**config.mk**
```make
export PLATFORM = sky130hd
export DESIGN_NAME = signature_measurement_core
export DESIGN_NICKNAME = d
export VERILOG_FILES = /design/src/shared/signature_pkg.sv /design/src/design/pin_sync.sv /design/src/design/signature_measurement_core.sv
export VERILOG_INCLUDE_DIRS = /design/src /design/src/shared
export SDC_FILE = /design/constraint.sdc
export NUM_CORES = 1
export LEC_CHECK = 0
export CORE_MARGIN = 2
export CORE_UTILIZATION = 55
export CTS_CLUSTER_SIZE = 24
export DETAILED_ROUTE_END_ITERATION = 6
export DONT_BUFFER_PORTS = 1
export MAX_ROUTING_LAYER = met4
export PLACE_DENSITY = 0.75
export REMOVE_ABC_BUFFERS = 1
export SYNTH_ARGS = -nofsm -noshare
export SYNTH_HDL_FRONTEND = slang
export SYNTH_SLANG_ARGS = --single-unit
```
**constraint.sdc**
```tcl
create_clock -name ref_clk_in -period 2.6 [get_ports ref_clk_in]
set_input_delay 0.13 -clock ref_clk_in [delete_from_list [all_inputs] [get_ports ref_clk_in]]
set_output_delay 0.13 -clock ref_clk_in [all_outputs]
set_load 0.01 [all_outputs]
```
**src/shared/signature_params.svh**
```systemverilog
// offsets, field positions and reset values of the signature measurement core
`ifndef SIGNATURE_PARAMS_SVH
`define SIGNATURE_PARAMS_SVH

// ==========================================================================
// register bus
`define SIG_ADDR_W       8
`define SIG_DATA_W       32
`define OFF_CONTROL      8'h00
`define OFF_STATUS       8'h04
`define OFF_RESIDUE      8'h08
`define OFF_STROBE       8'h0C
`define OFF_IRQ_STATUS   8'h10
`define OFF_IRQ_MASK     8'h14

// ==========================================================================
// control register: bits 5..0 hold settings, 6 and 7 are write-only pulses
`define CTRL_SET_W       6
`define CTRL_ARM_BIT     6
`define CTRL_CLR_BIT     7

// ==========================================================================
// interrupt status and mask layout
`define IRQ_W            2
`define IRQ_DONE_BIT     0
`define IRQ_OPEN_BIT     1

// ==========================================================================
// feedback shift register
`define FSR_W            16
`define FSR_TAP_A        15
`define FSR_TAP_B        11
`define FSR_TAP_C        8
`define FSR_TAP_D        6
`define FSR_RESET        16'h0000
`define STROBE_CNT_W     5

`endif

```
**src/shared/signature_pkg.sv**
```systemverilog
// types shared by the signature measurement core
package signature_pkg;

    // ======================================================================
    // settings written by software
    typedef struct packed {
        logic shift_en;
        logic qual_pol;
        logic clk_pol;
        logic end_pol;
        logic begin_pol;
        logic qual_mode;
    } ctrl_t;

    // ======================================================================
    // synchronised pins from the probe and pod
    typedef struct packed {
        logic probe_data;
        logic first_timing;
        logic second_timing;
        logic dut_clock;
    } pins_t;

    // ======================================================================
    // window state machine
    typedef enum logic [3:0] {
        GATE_IDLE  = 4'b0001,
        GATE_ARMED = 4'b0010,
        GATE_OPEN  = 4'b0100,
        GATE_DONE  = 4'b1000
    } gate_state_t;

endpackage

```
**src/design/pin_sync.sv**
```systemverilog
// two flip-flop synchroniser for a group of pins from outside the clock domain
`timescale 1ns/1ps
`default_nettype none

module pin_sync #(
    parameter int W = 1
) (
    input  wire logic         ref_clk_in,  // core clock
    input  wire logic         reset_in,    // async reset, active high
    input  wire logic [W-1:0] async_in,    // raw pins
    output logic      [W-1:0] sync_out     // synchronised pins
);

    logic [W-1:0] meta_ff;
    logic [W-1:0] sync_ff;

    // ======================================================================
    // first stage feeds only the second stage
    always_ff @(posedge ref_clk_in or posedge reset_in) begin
        if (reset_in) begin
            meta_ff <= '0;
            sync_ff <= '0;
        end else begin
            meta_ff <= async_in;
            sync_ff <= meta_ff;
        end
    end

    assign sync_out = sync_ff;

endmodule

`default_nettype wire

```
**src/design/signature_measurement_core.sv**
```systemverilog
// signature analyser measurement core: polarity, window, sampler, shift register
//
// Strobed register access and the placing of the registers were left to the implementer.
`include "signature_params.svh"
`timescale 1ns/1ps
`default_nettype none

module signature_measurement_core (
    input  wire logic                   ref_clk_in,             // core clock, 250 MHz
    input  wire logic                   reset_in,               // async reset, active high
    input  wire logic                   probe_data_in,          // data line from probe
    input  wire logic                   first_timing_input_in,  // start pin of pod
    input  wire logic                   second_timing_input_in, // stop or qualifier pin
    input  wire logic                   dut_clock_in,           // clock of circuit under test
    input  wire logic [`SIG_ADDR_W-1:0] addr_in,                // register byte address
    input  wire logic [`SIG_DATA_W-1:0] wdata_in,               // write data
    input  wire logic                   wr_in,                  // write strobe
    input  wire logic                   rd_in,                  // read strobe
    output logic      [`SIG_DATA_W-1:0] rdata_out,              // read data, cycle after rd
    output logic                        serial_signature_out,   // residue bit now presented
    output logic                        window_open_out,        // measurement window open
    output logic                        result_ready_out,       // residue frozen and ready
    output logic                        probe_high_seen_out,    // high level seen on probe
    output logic                        probe_low_seen_out,     // low level seen on probe
    output logic                        irq_out                 // level interrupt
);

    // ======================================================================
    // pin synchronisers
    signature_pkg::pins_t pins_raw;
    signature_pkg::pins_t pins_s;

    assign pins_raw = '{probe_data:    probe_data_in,
                        first_timing:  first_timing_input_in,
                        second_timing: second_timing_input_in,
                        dut_clock:     dut_clock_in};

    pin_sync #(
        .W ($bits(signature_pkg::pins_t))
    ) u_pin_sync (
        .ref_clk_in (ref_clk_in),
        .reset_in   (reset_in),
        .async_in   (pins_raw),
        .sync_out   (pins_s)
    );

    // ======================================================================
    // state
    signature_pkg::ctrl_t       ctrl_ff,  nxt_ctrl;
    signature_pkg::gate_state_t gate_ff,  nxt_gate;
    logic [`FSR_W-1:0]          feedback_shift_register_ff, nxt_feedback_shift_register;
    logic [`STROBE_CNT_W-1:0]   strobe_cnt_ff, nxt_strobe_cnt;
    logic [`IRQ_W-1:0]          irq_stat_ff, nxt_irq_stat;
    logic [`IRQ_W-1:0]          irq_mask_ff, nxt_irq_mask;
    logic [`SIG_DATA_W-1:0]     rdata_ff, nxt_rdata;
    logic                       clk_prev_ff, nxt_clk_prev;
    logic                       begin_prev_ff, nxt_begin_prev;
    logic                       end_prev_ff, nxt_end_prev;
    logic                       qual_ff, nxt_qual;
    logic                       sample_ff, nxt_sample;
    logic                       high_seen_ff, nxt_high_seen;
    logic                       low_seen_ff, nxt_low_seen;
    logic                       ser_ff, nxt_ser;
    logic                       win_ff, nxt_win;
    logic                       ready_ff, nxt_ready;
    logic                       irq_ff, nxt_irq;

    // ======================================================================
    // polarity and mode selection
    logic clk_sel;
    logic begin_sel;
    logic end_sel;
    logic qual_sel;
    logic clk_edge;
    logic begin_edge;
    logic end_edge;
    logic feedback_bit;
    logic wr_ctrl;
    logic wr_strobe;
    logic wr_irq_stat;
    logic wr_irq_mask;
    logic arm_req;
    logic clr_levels;
    logic [`IRQ_W-1:0] events;

    always_comb begin
        clk_sel   = pins_s.dut_clock ^ ctrl_ff.clk_pol;
        begin_sel = pins_s.first_timing ^ ctrl_ff.begin_pol;
        // qualified mode takes both start and stop from the first input
        end_sel   = (ctrl_ff.qual_mode ? pins_s.first_timing
                                       : pins_s.second_timing) ^ ctrl_ff.end_pol;
        qual_sel  = pins_s.second_timing ^ ctrl_ff.qual_pol;
        clk_edge   = clk_sel & ~clk_prev_ff;
        begin_edge = clk_edge & begin_sel & ~begin_prev_ff;
        end_edge   = clk_edge & end_sel & ~end_prev_ff;
        feedback_bit = pins_s.probe_data
                     ^ feedback_shift_register_ff[`FSR_TAP_A]
                     ^ feedback_shift_register_ff[`FSR_TAP_B]
                     ^ feedback_shift_register_ff[`FSR_TAP_C]
                     ^ feedback_shift_register_ff[`FSR_TAP_D];
    end

    // ======================================================================
    // register bus decode
    always_comb begin
        wr_ctrl     = 1'b0;
        wr_strobe   = 1'b0;
        wr_irq_stat = 1'b0;
        wr_irq_mask = 1'b0;
        if (wr_in && addr_in == `OFF_CONTROL) begin
            wr_ctrl = 1'b1;
        end else if (wr_in && addr_in == `OFF_STROBE) begin
            wr_strobe = 1'b1;
        end else if (wr_in && addr_in == `OFF_IRQ_STATUS) begin
            wr_irq_stat = 1'b1;
        end else if (wr_in && addr_in == `OFF_IRQ_MASK) begin
            wr_irq_mask = 1'b1;
        end
        arm_req    = wr_ctrl & wdata_in[`CTRL_ARM_BIT];
        clr_levels = wr_ctrl & wdata_in[`CTRL_CLR_BIT];
    end

    // ======================================================================
    // next-state logic
    always_comb begin
        nxt_ctrl       = ctrl_ff;
        nxt_gate       = gate_ff;
        nxt_feedback_shift_register = feedback_shift_register_ff;
        nxt_strobe_cnt = strobe_cnt_ff;
        nxt_irq_mask   = irq_mask_ff;
        nxt_clk_prev   = clk_sel;
        nxt_begin_prev = begin_prev_ff;
        nxt_end_prev   = end_prev_ff;
        nxt_sample     = sample_ff;
        events         = '0;

        if (wr_ctrl) begin
            nxt_ctrl = signature_pkg::ctrl_t'(wdata_in[`CTRL_SET_W-1:0]);
        end
        if (wr_irq_mask) begin
            nxt_irq_mask = wdata_in[`IRQ_W-1:0];
        end

        if (clk_edge) begin
            nxt_begin_prev = begin_sel;
            nxt_end_prev   = end_sel;
            nxt_sample     = pins_s.probe_data;
        end

        // the flip-flop is held preset outside qualified mode
        if (!ctrl_ff.qual_mode) begin
            nxt_qual = 1'b1;
        end else if (clk_edge) begin
            nxt_qual = qual_sel;
        end else begin
            nxt_qual = qual_ff;
        end

        // window machine runs on the selected clock edge once armed
        case (gate_ff)
            signature_pkg::GATE_IDLE: begin
                nxt_gate = gate_ff;
            end
            signature_pkg::GATE_ARMED: begin
                // a stop before the start is simply ignored here
                if (begin_edge) begin
                    nxt_gate = signature_pkg::GATE_OPEN;
                    events[`IRQ_OPEN_BIT] = 1'b1;
                end
            end
            signature_pkg::GATE_OPEN: begin
                if (end_edge) begin
                    nxt_gate = signature_pkg::GATE_DONE;
                    events[`IRQ_DONE_BIT] = 1'b1;
                end else if (clk_edge && ctrl_ff.shift_en && qual_ff) begin
                    nxt_feedback_shift_register =
                        {feedback_shift_register_ff[`FSR_W-2:0], feedback_bit};
                end
            end
            signature_pkg::GATE_DONE: begin
                // clock gated off; only readout strobes move the residue
                if (wr_strobe) begin
                    nxt_feedback_shift_register =
                        {feedback_shift_register_ff[`FSR_W-2:0],
                         feedback_shift_register_ff[`FSR_W-1]};
                    nxt_strobe_cnt = strobe_cnt_ff + `STROBE_CNT_W'(1);
                end
            end
            default: begin
                nxt_gate = signature_pkg::GATE_IDLE;
            end
        endcase

        // arming wins over any window activity in the same cycle, except the open and done interrupt events
        if (arm_req) begin
            nxt_gate       = signature_pkg::GATE_ARMED;
            nxt_feedback_shift_register = `FSR_RESET;
            nxt_strobe_cnt = '0;
        end

        // sticky latches: a new level beats the clear
        nxt_high_seen = (high_seen_ff & ~clr_levels) | pins_s.probe_data;
        nxt_low_seen  = (low_seen_ff & ~clr_levels) | ~pins_s.probe_data;

        // set wins over write-one-to-clear
        nxt_irq_stat = (irq_stat_ff & ~(wr_irq_stat ? wdata_in[`IRQ_W-1:0] : '0)) | events;
        nxt_irq      = |(nxt_irq_stat & nxt_irq_mask);

        // rotation keeps the residue intact after the full sixteen strobes
        nxt_ser   = nxt_feedback_shift_register[`FSR_W-1];
        nxt_win   = (nxt_gate == signature_pkg::GATE_OPEN);
        nxt_ready = (nxt_gate == signature_pkg::GATE_DONE);
    end

    // ======================================================================
    // read data, valid the cycle after the read strobe only
    always_comb begin
        nxt_rdata = '0;
        if (rd_in && addr_in == `OFF_CONTROL) begin
            nxt_rdata = {{(`SIG_DATA_W-`CTRL_SET_W){1'b0}}, ctrl_ff};
        end else if (rd_in && addr_in == `OFF_STATUS) begin
            nxt_rdata = {{(`SIG_DATA_W-10){1'b0}}, strobe_cnt_ff,
                         sample_ff, low_seen_ff, high_seen_ff, ready_ff, win_ff};
        end else if (rd_in && addr_in == `OFF_RESIDUE) begin
            nxt_rdata = {{(`SIG_DATA_W-`FSR_W){1'b0}}, feedback_shift_register_ff};
        end else if (rd_in && addr_in == `OFF_STROBE) begin
            nxt_rdata = {{(`SIG_DATA_W-1){1'b0}}, ser_ff};
        end else if (rd_in && addr_in == `OFF_IRQ_STATUS) begin
            nxt_rdata = {{(`SIG_DATA_W-`IRQ_W){1'b0}}, irq_stat_ff};
        end else if (rd_in && addr_in == `OFF_IRQ_MASK) begin
            nxt_rdata = {{(`SIG_DATA_W-`IRQ_W){1'b0}}, irq_mask_ff};
        end
    end

    // ======================================================================
    // registers
    always_ff @(posedge ref_clk_in or posedge reset_in) begin
        if (reset_in) begin
            ctrl_ff        <= '0;
            gate_ff        <= signature_pkg::GATE_IDLE;
            feedback_shift_register_ff <= `FSR_RESET;
            strobe_cnt_ff  <= '0;
            irq_stat_ff    <= '0;
            irq_mask_ff    <= '0;
            rdata_ff       <= '0;
            clk_prev_ff    <= 1'b0;
            begin_prev_ff  <= 1'b0;
            end_prev_ff    <= 1'b0;
            qual_ff        <= 1'b1;
            sample_ff      <= 1'b0;
            high_seen_ff   <= 1'b0;
            low_seen_ff    <= 1'b0;
            ser_ff         <= 1'b0;
            win_ff         <= 1'b0;
            ready_ff       <= 1'b0;
            irq_ff         <= 1'b0;
        end else begin
            ctrl_ff        <= nxt_ctrl;
            gate_ff        <= nxt_gate;
            feedback_shift_register_ff <= nxt_feedback_shift_register;
            strobe_cnt_ff  <= nxt_strobe_cnt;
            irq_stat_ff    <= nxt_irq_stat;
            irq_mask_ff    <= nxt_irq_mask;
            rdata_ff       <= nxt_rdata;
            clk_prev_ff    <= nxt_clk_prev;
            begin_prev_ff  <= nxt_begin_prev;
            end_prev_ff    <= nxt_end_prev;
            qual_ff        <= nxt_qual;
            sample_ff      <= nxt_sample;
            high_seen_ff   <= nxt_high_seen;
            low_seen_ff    <= nxt_low_seen;
            ser_ff         <= nxt_ser;
            win_ff         <= nxt_win;
            ready_ff       <= nxt_ready;
            irq_ff         <= nxt_irq;
        end
    end

    assign rdata_out            = rdata_ff;
    assign serial_signature_out = ser_ff;
    assign window_open_out      = win_ff;
    assign result_ready_out     = ready_ff;
    assign probe_high_seen_out  = high_seen_ff;
    assign probe_low_seen_out   = low_seen_ff;
    assign irq_out              = irq_ff;

endmodule

`default_nettype wire

```
Word-level counts from Yosys, hierarchy flattened
Cells that the tools add are included.
{"block": "op_classes", "add_sub_neg": 1, "n_eq_ne": 15, "n_mux": 37, "bitwise": 28, "n_reduce_logical": 20}
{"cell": "two-way mux 16 bit", "n": 7}
{"cell": "one-hot mux 16 bit (2 select lines)", "n": 1}
{"cell": "two-way mux 1 bit", "n": 17}
{"cell": "== test 8 x 4 -> 1 bit, second input constant", "n": 2}
{"cell": "== test 8 x 5 -> 1 bit, second input constant", "n": 2}
{"cell": "two-way mux 5 bit", "n": 3}
{"cell": "logical AND 1 bit", "n": 12}
{"cell": "two-way mux 4 bit", "n": 3}
{"cell": "one-hot mux 4 bit (3 select lines)", "n": 1}
{"cell": "two-way mux 2 bit", "n": 5}
{"cell": "bitwise AND 1 bit", "n": 9}
{"cell": "inequality test 3 bit, second input constant", "n": 3}
{"cell": "== test 4 x 3 -> 1 bit, second input constant", "n": 2}
{"cell": "== test 4 bit, second input constant", "n": 2}
{"cell": "== test 8 x 3 -> 1 bit, second input constant", "n": 1}
{"cell": "logical NOT 8 bit", "n": 1}
{"cell": "bitwise XOR 1 bit", "n": 8}
{"cell": "adder 5 x 1 -> 5 bit, second input constant", "n": 1}
{"cell": "NOT 1 bit", "n": 5}
{"cell": "bitwise AND 2 bit", "n": 2}
{"cell": "== test 4 x 1 -> 1 bit, second input constant", "n": 1}
{"cell": "== test 4 x 2 -> 1 bit, second input constant", "n": 1}
{"cell": "AND reduction 4 bit", "n": 1}
{"cell": "nonzero test 2 bit", "n": 2}
{"cell": "other kinds (7)", "n": 9}
{"block": "totals", "regBits": 85, "in_bits": 48, "output_inout_bits": 38, "wordCells": 126}

Logic depth before layout (Yosys ltp)
{"block": "depth", "depth_word": 11, "depth_mapped": 7, "ltp_nobuf": 5}

Modules after synthesis
Synthesis repeated with hierarchy kept, for this count alone.
{"block": "unflattened", "hier_cells": 261, "area_unflattened_um2": 3090.5}
{"module": "signature_measurement_core", "instances": 1, "cells_each": 252, "area_per_inst_um2": 2886.5}
{"module": "pin_sync", "instances": 1, "cells_each": 9, "area_per_inst_um2": 203.9}

Worst setup path before layout
Ideal clock, no wire load.
{"block": "synth_path", "path_kind": "flip-flop to flip-flop", "from": "reg gate_ff[3]", "to": "reg feedback_shift_register_ff[7]", "t_arrival_ps": 1960, "required_time_ps": 2527, "path_slack_ps": 567, "stages_incl_launch_ff": 7, "n_path_buf": 1, "period_less_slack_ps": 2033, "path_cell_list": "dfrtp_1 nor4b_4 or4b_1 a32oi_2 buf_6 nand2_1 a21oi_2"}
{"block": "synth_via", "elab_chain_cells": 3, "word_cells_on_any_way": 9, "classes_between": "eq/ne (5); mux (2); reduce/logical (2)"}
{"item": "start: declaration", "line_no": "signature_measurement_core.sv:50", "source": "signature_pkg::gate_state_t gate_ff, nxt_gate;"}
{"item": "start signal: assignment", "line_no": "signature_measurement_core.sv:240", "source": "gate_ff <= signature_pkg::GATE_IDLE;"}
{"item": "start signal: assignment", "line_no": "signature_measurement_core.sv:259", "source": "gate_ff <= nxt_gate;"}
{"item": "== test 4 x 3 -> 1 bit / == test 4 bit (equally long branches)", "line_no": "signature_measurement_core.sv:160", "source": "case (gate_ff)"}
{"item": "inequality test 3 bit (no source line) (tied with other cells)"}
{"item": "AND reduction 4 bit (no source line) / two-way mux 16 bit (equally long branches)"}
{"item": "end signal: assignment", "line_no": "signature_measurement_core.sv:241", "source": "feedback_shift_register_ff <= `FSR_RESET;"}
{"item": "end signal: assignment", "line_no": "signature_measurement_core.sv:260", "source": "feedback_shift_register_ff <= nxt_feedback_shift_register;"}
{"item": "end: declaration", "line_no": "signature_measurement_core.sv:51", "source": "logic [`FSR_W-1:0] feedback_shift_register_ff, nxt_feedback_shift_register;"}
Several ways; a longest one is shown, not always the timed one.
A chain may end at the register's enable or synchronous reset.

Final worst setup path
{"block": "layout_path", "from": "reg gate_ff[3]", "to": "reg feedback_shift_register_ff[0]"}
Same word-level chain as after synthesis.

==> results.json <==
{
  "outcome": "finished clean",
  "area_delta_synth_final_pct": 12.87,
  "gr-total-overflow": 0,
  "synthArstFlopShare": 1.000,
  "io_pins": 86,
  "numPortBuffers": 0,
  "hold_depth": 2,
  "timing.slew.headroom": 0.4460,
  "drive_above_1_share": 0.1617,
  "tns_ns": 0,
  "clk_pin_slew_ns": 0.08,
  "p_per_area_mw_per_mm2": 635.0,
  "rrSetupSlack_ns": 0.43,
  "setup_slack_ns": 0.4310,
  "max_freq_mhz": 461.0,
  "netlist_area_mm2": 0.003073,
  "avgSynthCellArea_um2": 11.05,
  "yosys_warnings": 0,
  "die_y_um": 78.75,
  "vias": 2034,
  "cts_tree": "yes",
  "cp.arrival_ns": 2.41,
  "worstMarginPinSlew_ns": 0.8310,
  "syn_inst": 278,
  "min_path_type": "in2reg",
  "final_cells": 375,
  "rsz0062_at_grt": "no",
  "ys_dominant_reg_cell": "dfrtp_1",
  "core_mm2": 0.005439,
  "wl_per_cell_um": 15.84,
  "wl_met1_mm": 2.718,
  "grt_max_degree": 70,
  "setup_viol": 0,
  "synth_top_area_frac": 0.5456,
  "postRouteAntennaNets": 0,
  "clk_latency_ns": 0.34,
  "setup.worst_path.end_class": "register",
  "yosysTopAreaCell": "dfrtp_1",
  "clock-root-buffer": "clkbuf_8",
  "synth_edf_count": 0,
  "start_util": 0.5650,
  "grt_pass1_wl_mm": 10.14,
  "grt_pass1_vias": 2099,
  "synth.most_common_cell": "dfrtp_1",
  "pre_cts_ws_ns": 0.4505,
  "leakagePower_nw": 1.528,
  "period_needed_ns": 2.169,
  "insertedDiodeCount": 0,
  "htreeDepth": 3,
  "dpl.hpwl_mm": 3.736,
  "vdd_ir_drop_max_uv": 474.3,
  "routed.top_layer": "met4",
  "critPathLaunchType": "register",
  "die-width_um": 78.75,
  "min_to": "irq_stat_ff[1]$_DFF_PP0_",
  "gp_congestion": 0.7943,
  "reg2reg_depth": 6,
  "cts_inserted_buffers": 9,
  "cap_violations": 0,
  "cts_buffer_depth": 2,
  "timing.rr.start": "gate_ff[3]$_DFF_PP0_",
  "drv_slew": 0,
  "required_ns": 2.84,
  "netlist_top_cells_count": "67 x dfrtp_1, 49 x nand2_1, 16 x buf_4, 15 x nor2_1, 12 x o21ai_0",
  "critPathMaxFanout": 17,
  "fin_total_pwr_w": 0.002202,
  "ys_types": 47,
  "final_nets": 347,
  "timing.final.hold_violations": 0,
  "hold_start": "addr_in[4]",
  "antenna_found_initial": 0,
  "clock_skew_ns": 0.01198,
  "drc_errors": 0,
  "fp-row-count": 27,
  "finalCritPeriodShare": 0.8342,
  "dieArea_mm2": 0.006201,
  "seq_area_frac_synth": 0.5627,
  "routed_wl_mm": 5.941,
  "reg2reg_to": "feedback_shift_register_ff[0]$_DFFE_PP0P_",
  "path_class": "reg2reg",
  "cts.sinks": 69,
  "first_pass_iters": 4,
  "grt_usage": 0.2213,
  "synth_seq_cells": 69,
  "met3_length_um": 372,
  "routed_via_density": 5.424,
  "synth_area_leaders": "dfrtp_1 55%, nand2_1 6.0%, buf_4 3.9%",
  "wl_met2_mm": 2.776,
  "placed_cells": 343,
  "drtIter0Drc": 127
}
## layout make-up
class,instances,area (µm²)
multi-input combinational,193,1212
tap,72,90.09
fill,454,1971
clock buffer,10,137.6
clock inverter,6,86.33
inverter,4,15.01
sequential,69,1729
timing repair buffer,21,197.7
## cell families (layout without fill, tap and decap cells)
group	Yosys count	in the layout	share of synthesized area
and+or+nand+nor	100	100	0.1641
adders and majority gates	1	1	0.004071
DFF	69	69	0.5627
other	1	16	0.001220
muxes	16	16	0.05985
buffers and inverters	31	41	0.06107
xor gates and xnor gates	13	13	0.03705
AOI/OAI and AO/OA	47	47	0.1099
## per-stage QoR
step | util | hold WS [ns] | cell area, µm²
finish | 0.6377 | 0.02647 | 3468
floorplan | - | 0.1614 | 2957
global placement | 0.5671 | 0.1615 | 3084
detailed placement | 0.5671 | 0.1615 | 3084
global route | 0.6377 | 0.01755 | 3468
CTS | 0.6377 | 0.003810 | 3468
## registers in the layout (all words and copies together) (netlist names)
name	cells
irq_stat_ff	2
irq_out	1
sample_ff	1
u_pin_sync.sync_out	4
probe_high_seen_out	1
gate_ff	4
irq_mask_ff	2
u_pin_sync.meta_ff	4
feedback_shift_register_ff	16
end_prev_ff	1
window_open_out	1
result_ready_out	1
qual_ff	1
ctrl_ff	6
strobe_cnt_ff	5
rdata_out	16
begin_prev_ff	1
probe_low_seen_out	1
clk_prev_ff	1
## critical path, stage by stage (launching register included)
cell      delay [ns]
dfrtp_1         0.46
nor4b_4         0.40
or4b_1          0.51
a32oi_2         0.18
buf_4           0.24
nor2_1          0.06
a211oi_1        0.22
## placed cells by master (no fill, tap or decap), types with 6 or more instances in the layout
cell | netlist | layout
o21ai_0 | 12 | 12
conb_1 | 1 | 16
dfrtp_1 | 67 | 67
a21oi_2 | 9 | 9
xnor2_1 | 9 | 9
nand2_1 | 49 | 49
nor2_1 | 15 | 15
and2_1 | 6 | 6
a21oi_1 | 10 | 10
dlygate4sd3_1 | 0 | 16
mux2_2 | 9 | 9
mux2i_1 | 6 | 6
clkbuf_8 | 0 | 10
## report_power, final
group / internal (W) / leakage (nW) / switching [W] / total [W]
clock network: 0.000564 / 0.112 / 0.000404 / 0.000968
logic: 0.0000494 / 0.513 / 0.0000639 / 0.000113
registers: 0.00110 / 0.902 / 0.0000200 / 0.00112
total: 0.00171 / 1.53 / 0.000488 / 0.00220
## per-layer routing
| metal | GRT usage | up-vias |
|---|---|---|
| met5 | - | - |
| met4 | 0.07544 | 0 |
| met3 | 0.06250 | 6 |
| met2 | 0.3248 | 68 |
| met1 | 0.3006 | 994 |
| li1 | - | 966 |
## timing repair
item	in CTS	in global routing
hold buffers	16	0
setup buffers	0	0
resized for setup	0	0
endpoints found under the hold margin	87	0
## how the worst max path moves through the flow
stage | startpoint | end | slack [ns]
final | gate_ff[3]$_DFF_PP0_ | feedback_shift_register_ff[0]$_DFFE_PP0P_ | 0.43
after global routing | gate_ff[3]$_DFF_PP0_ | feedback_shift_register_ff[0]$_DFFE_PP0P_ | 0.31
after CTS | gate_ff[3]$_DFF_PP0_ | feedback_shift_register_ff[0]$_DFFE_PP0P_ | 0.43
after global placement | gate_ff[3]$_DFF_PP0_ | feedback_shift_register_ff[0]$_DFFE_PP0P_ | 0.49
after floorplan | gate_ff[3]$_DFF_PP0_ | feedback_shift_register_ff[0]$_DFFE_PP0P_ | 0.47
after detailed placement | gate_ff[3]$_DFF_PP0_ | feedback_shift_register_ff[0]$_DFFE_PP0P_ | 0.45
Power figures use the tool's default switching activity.
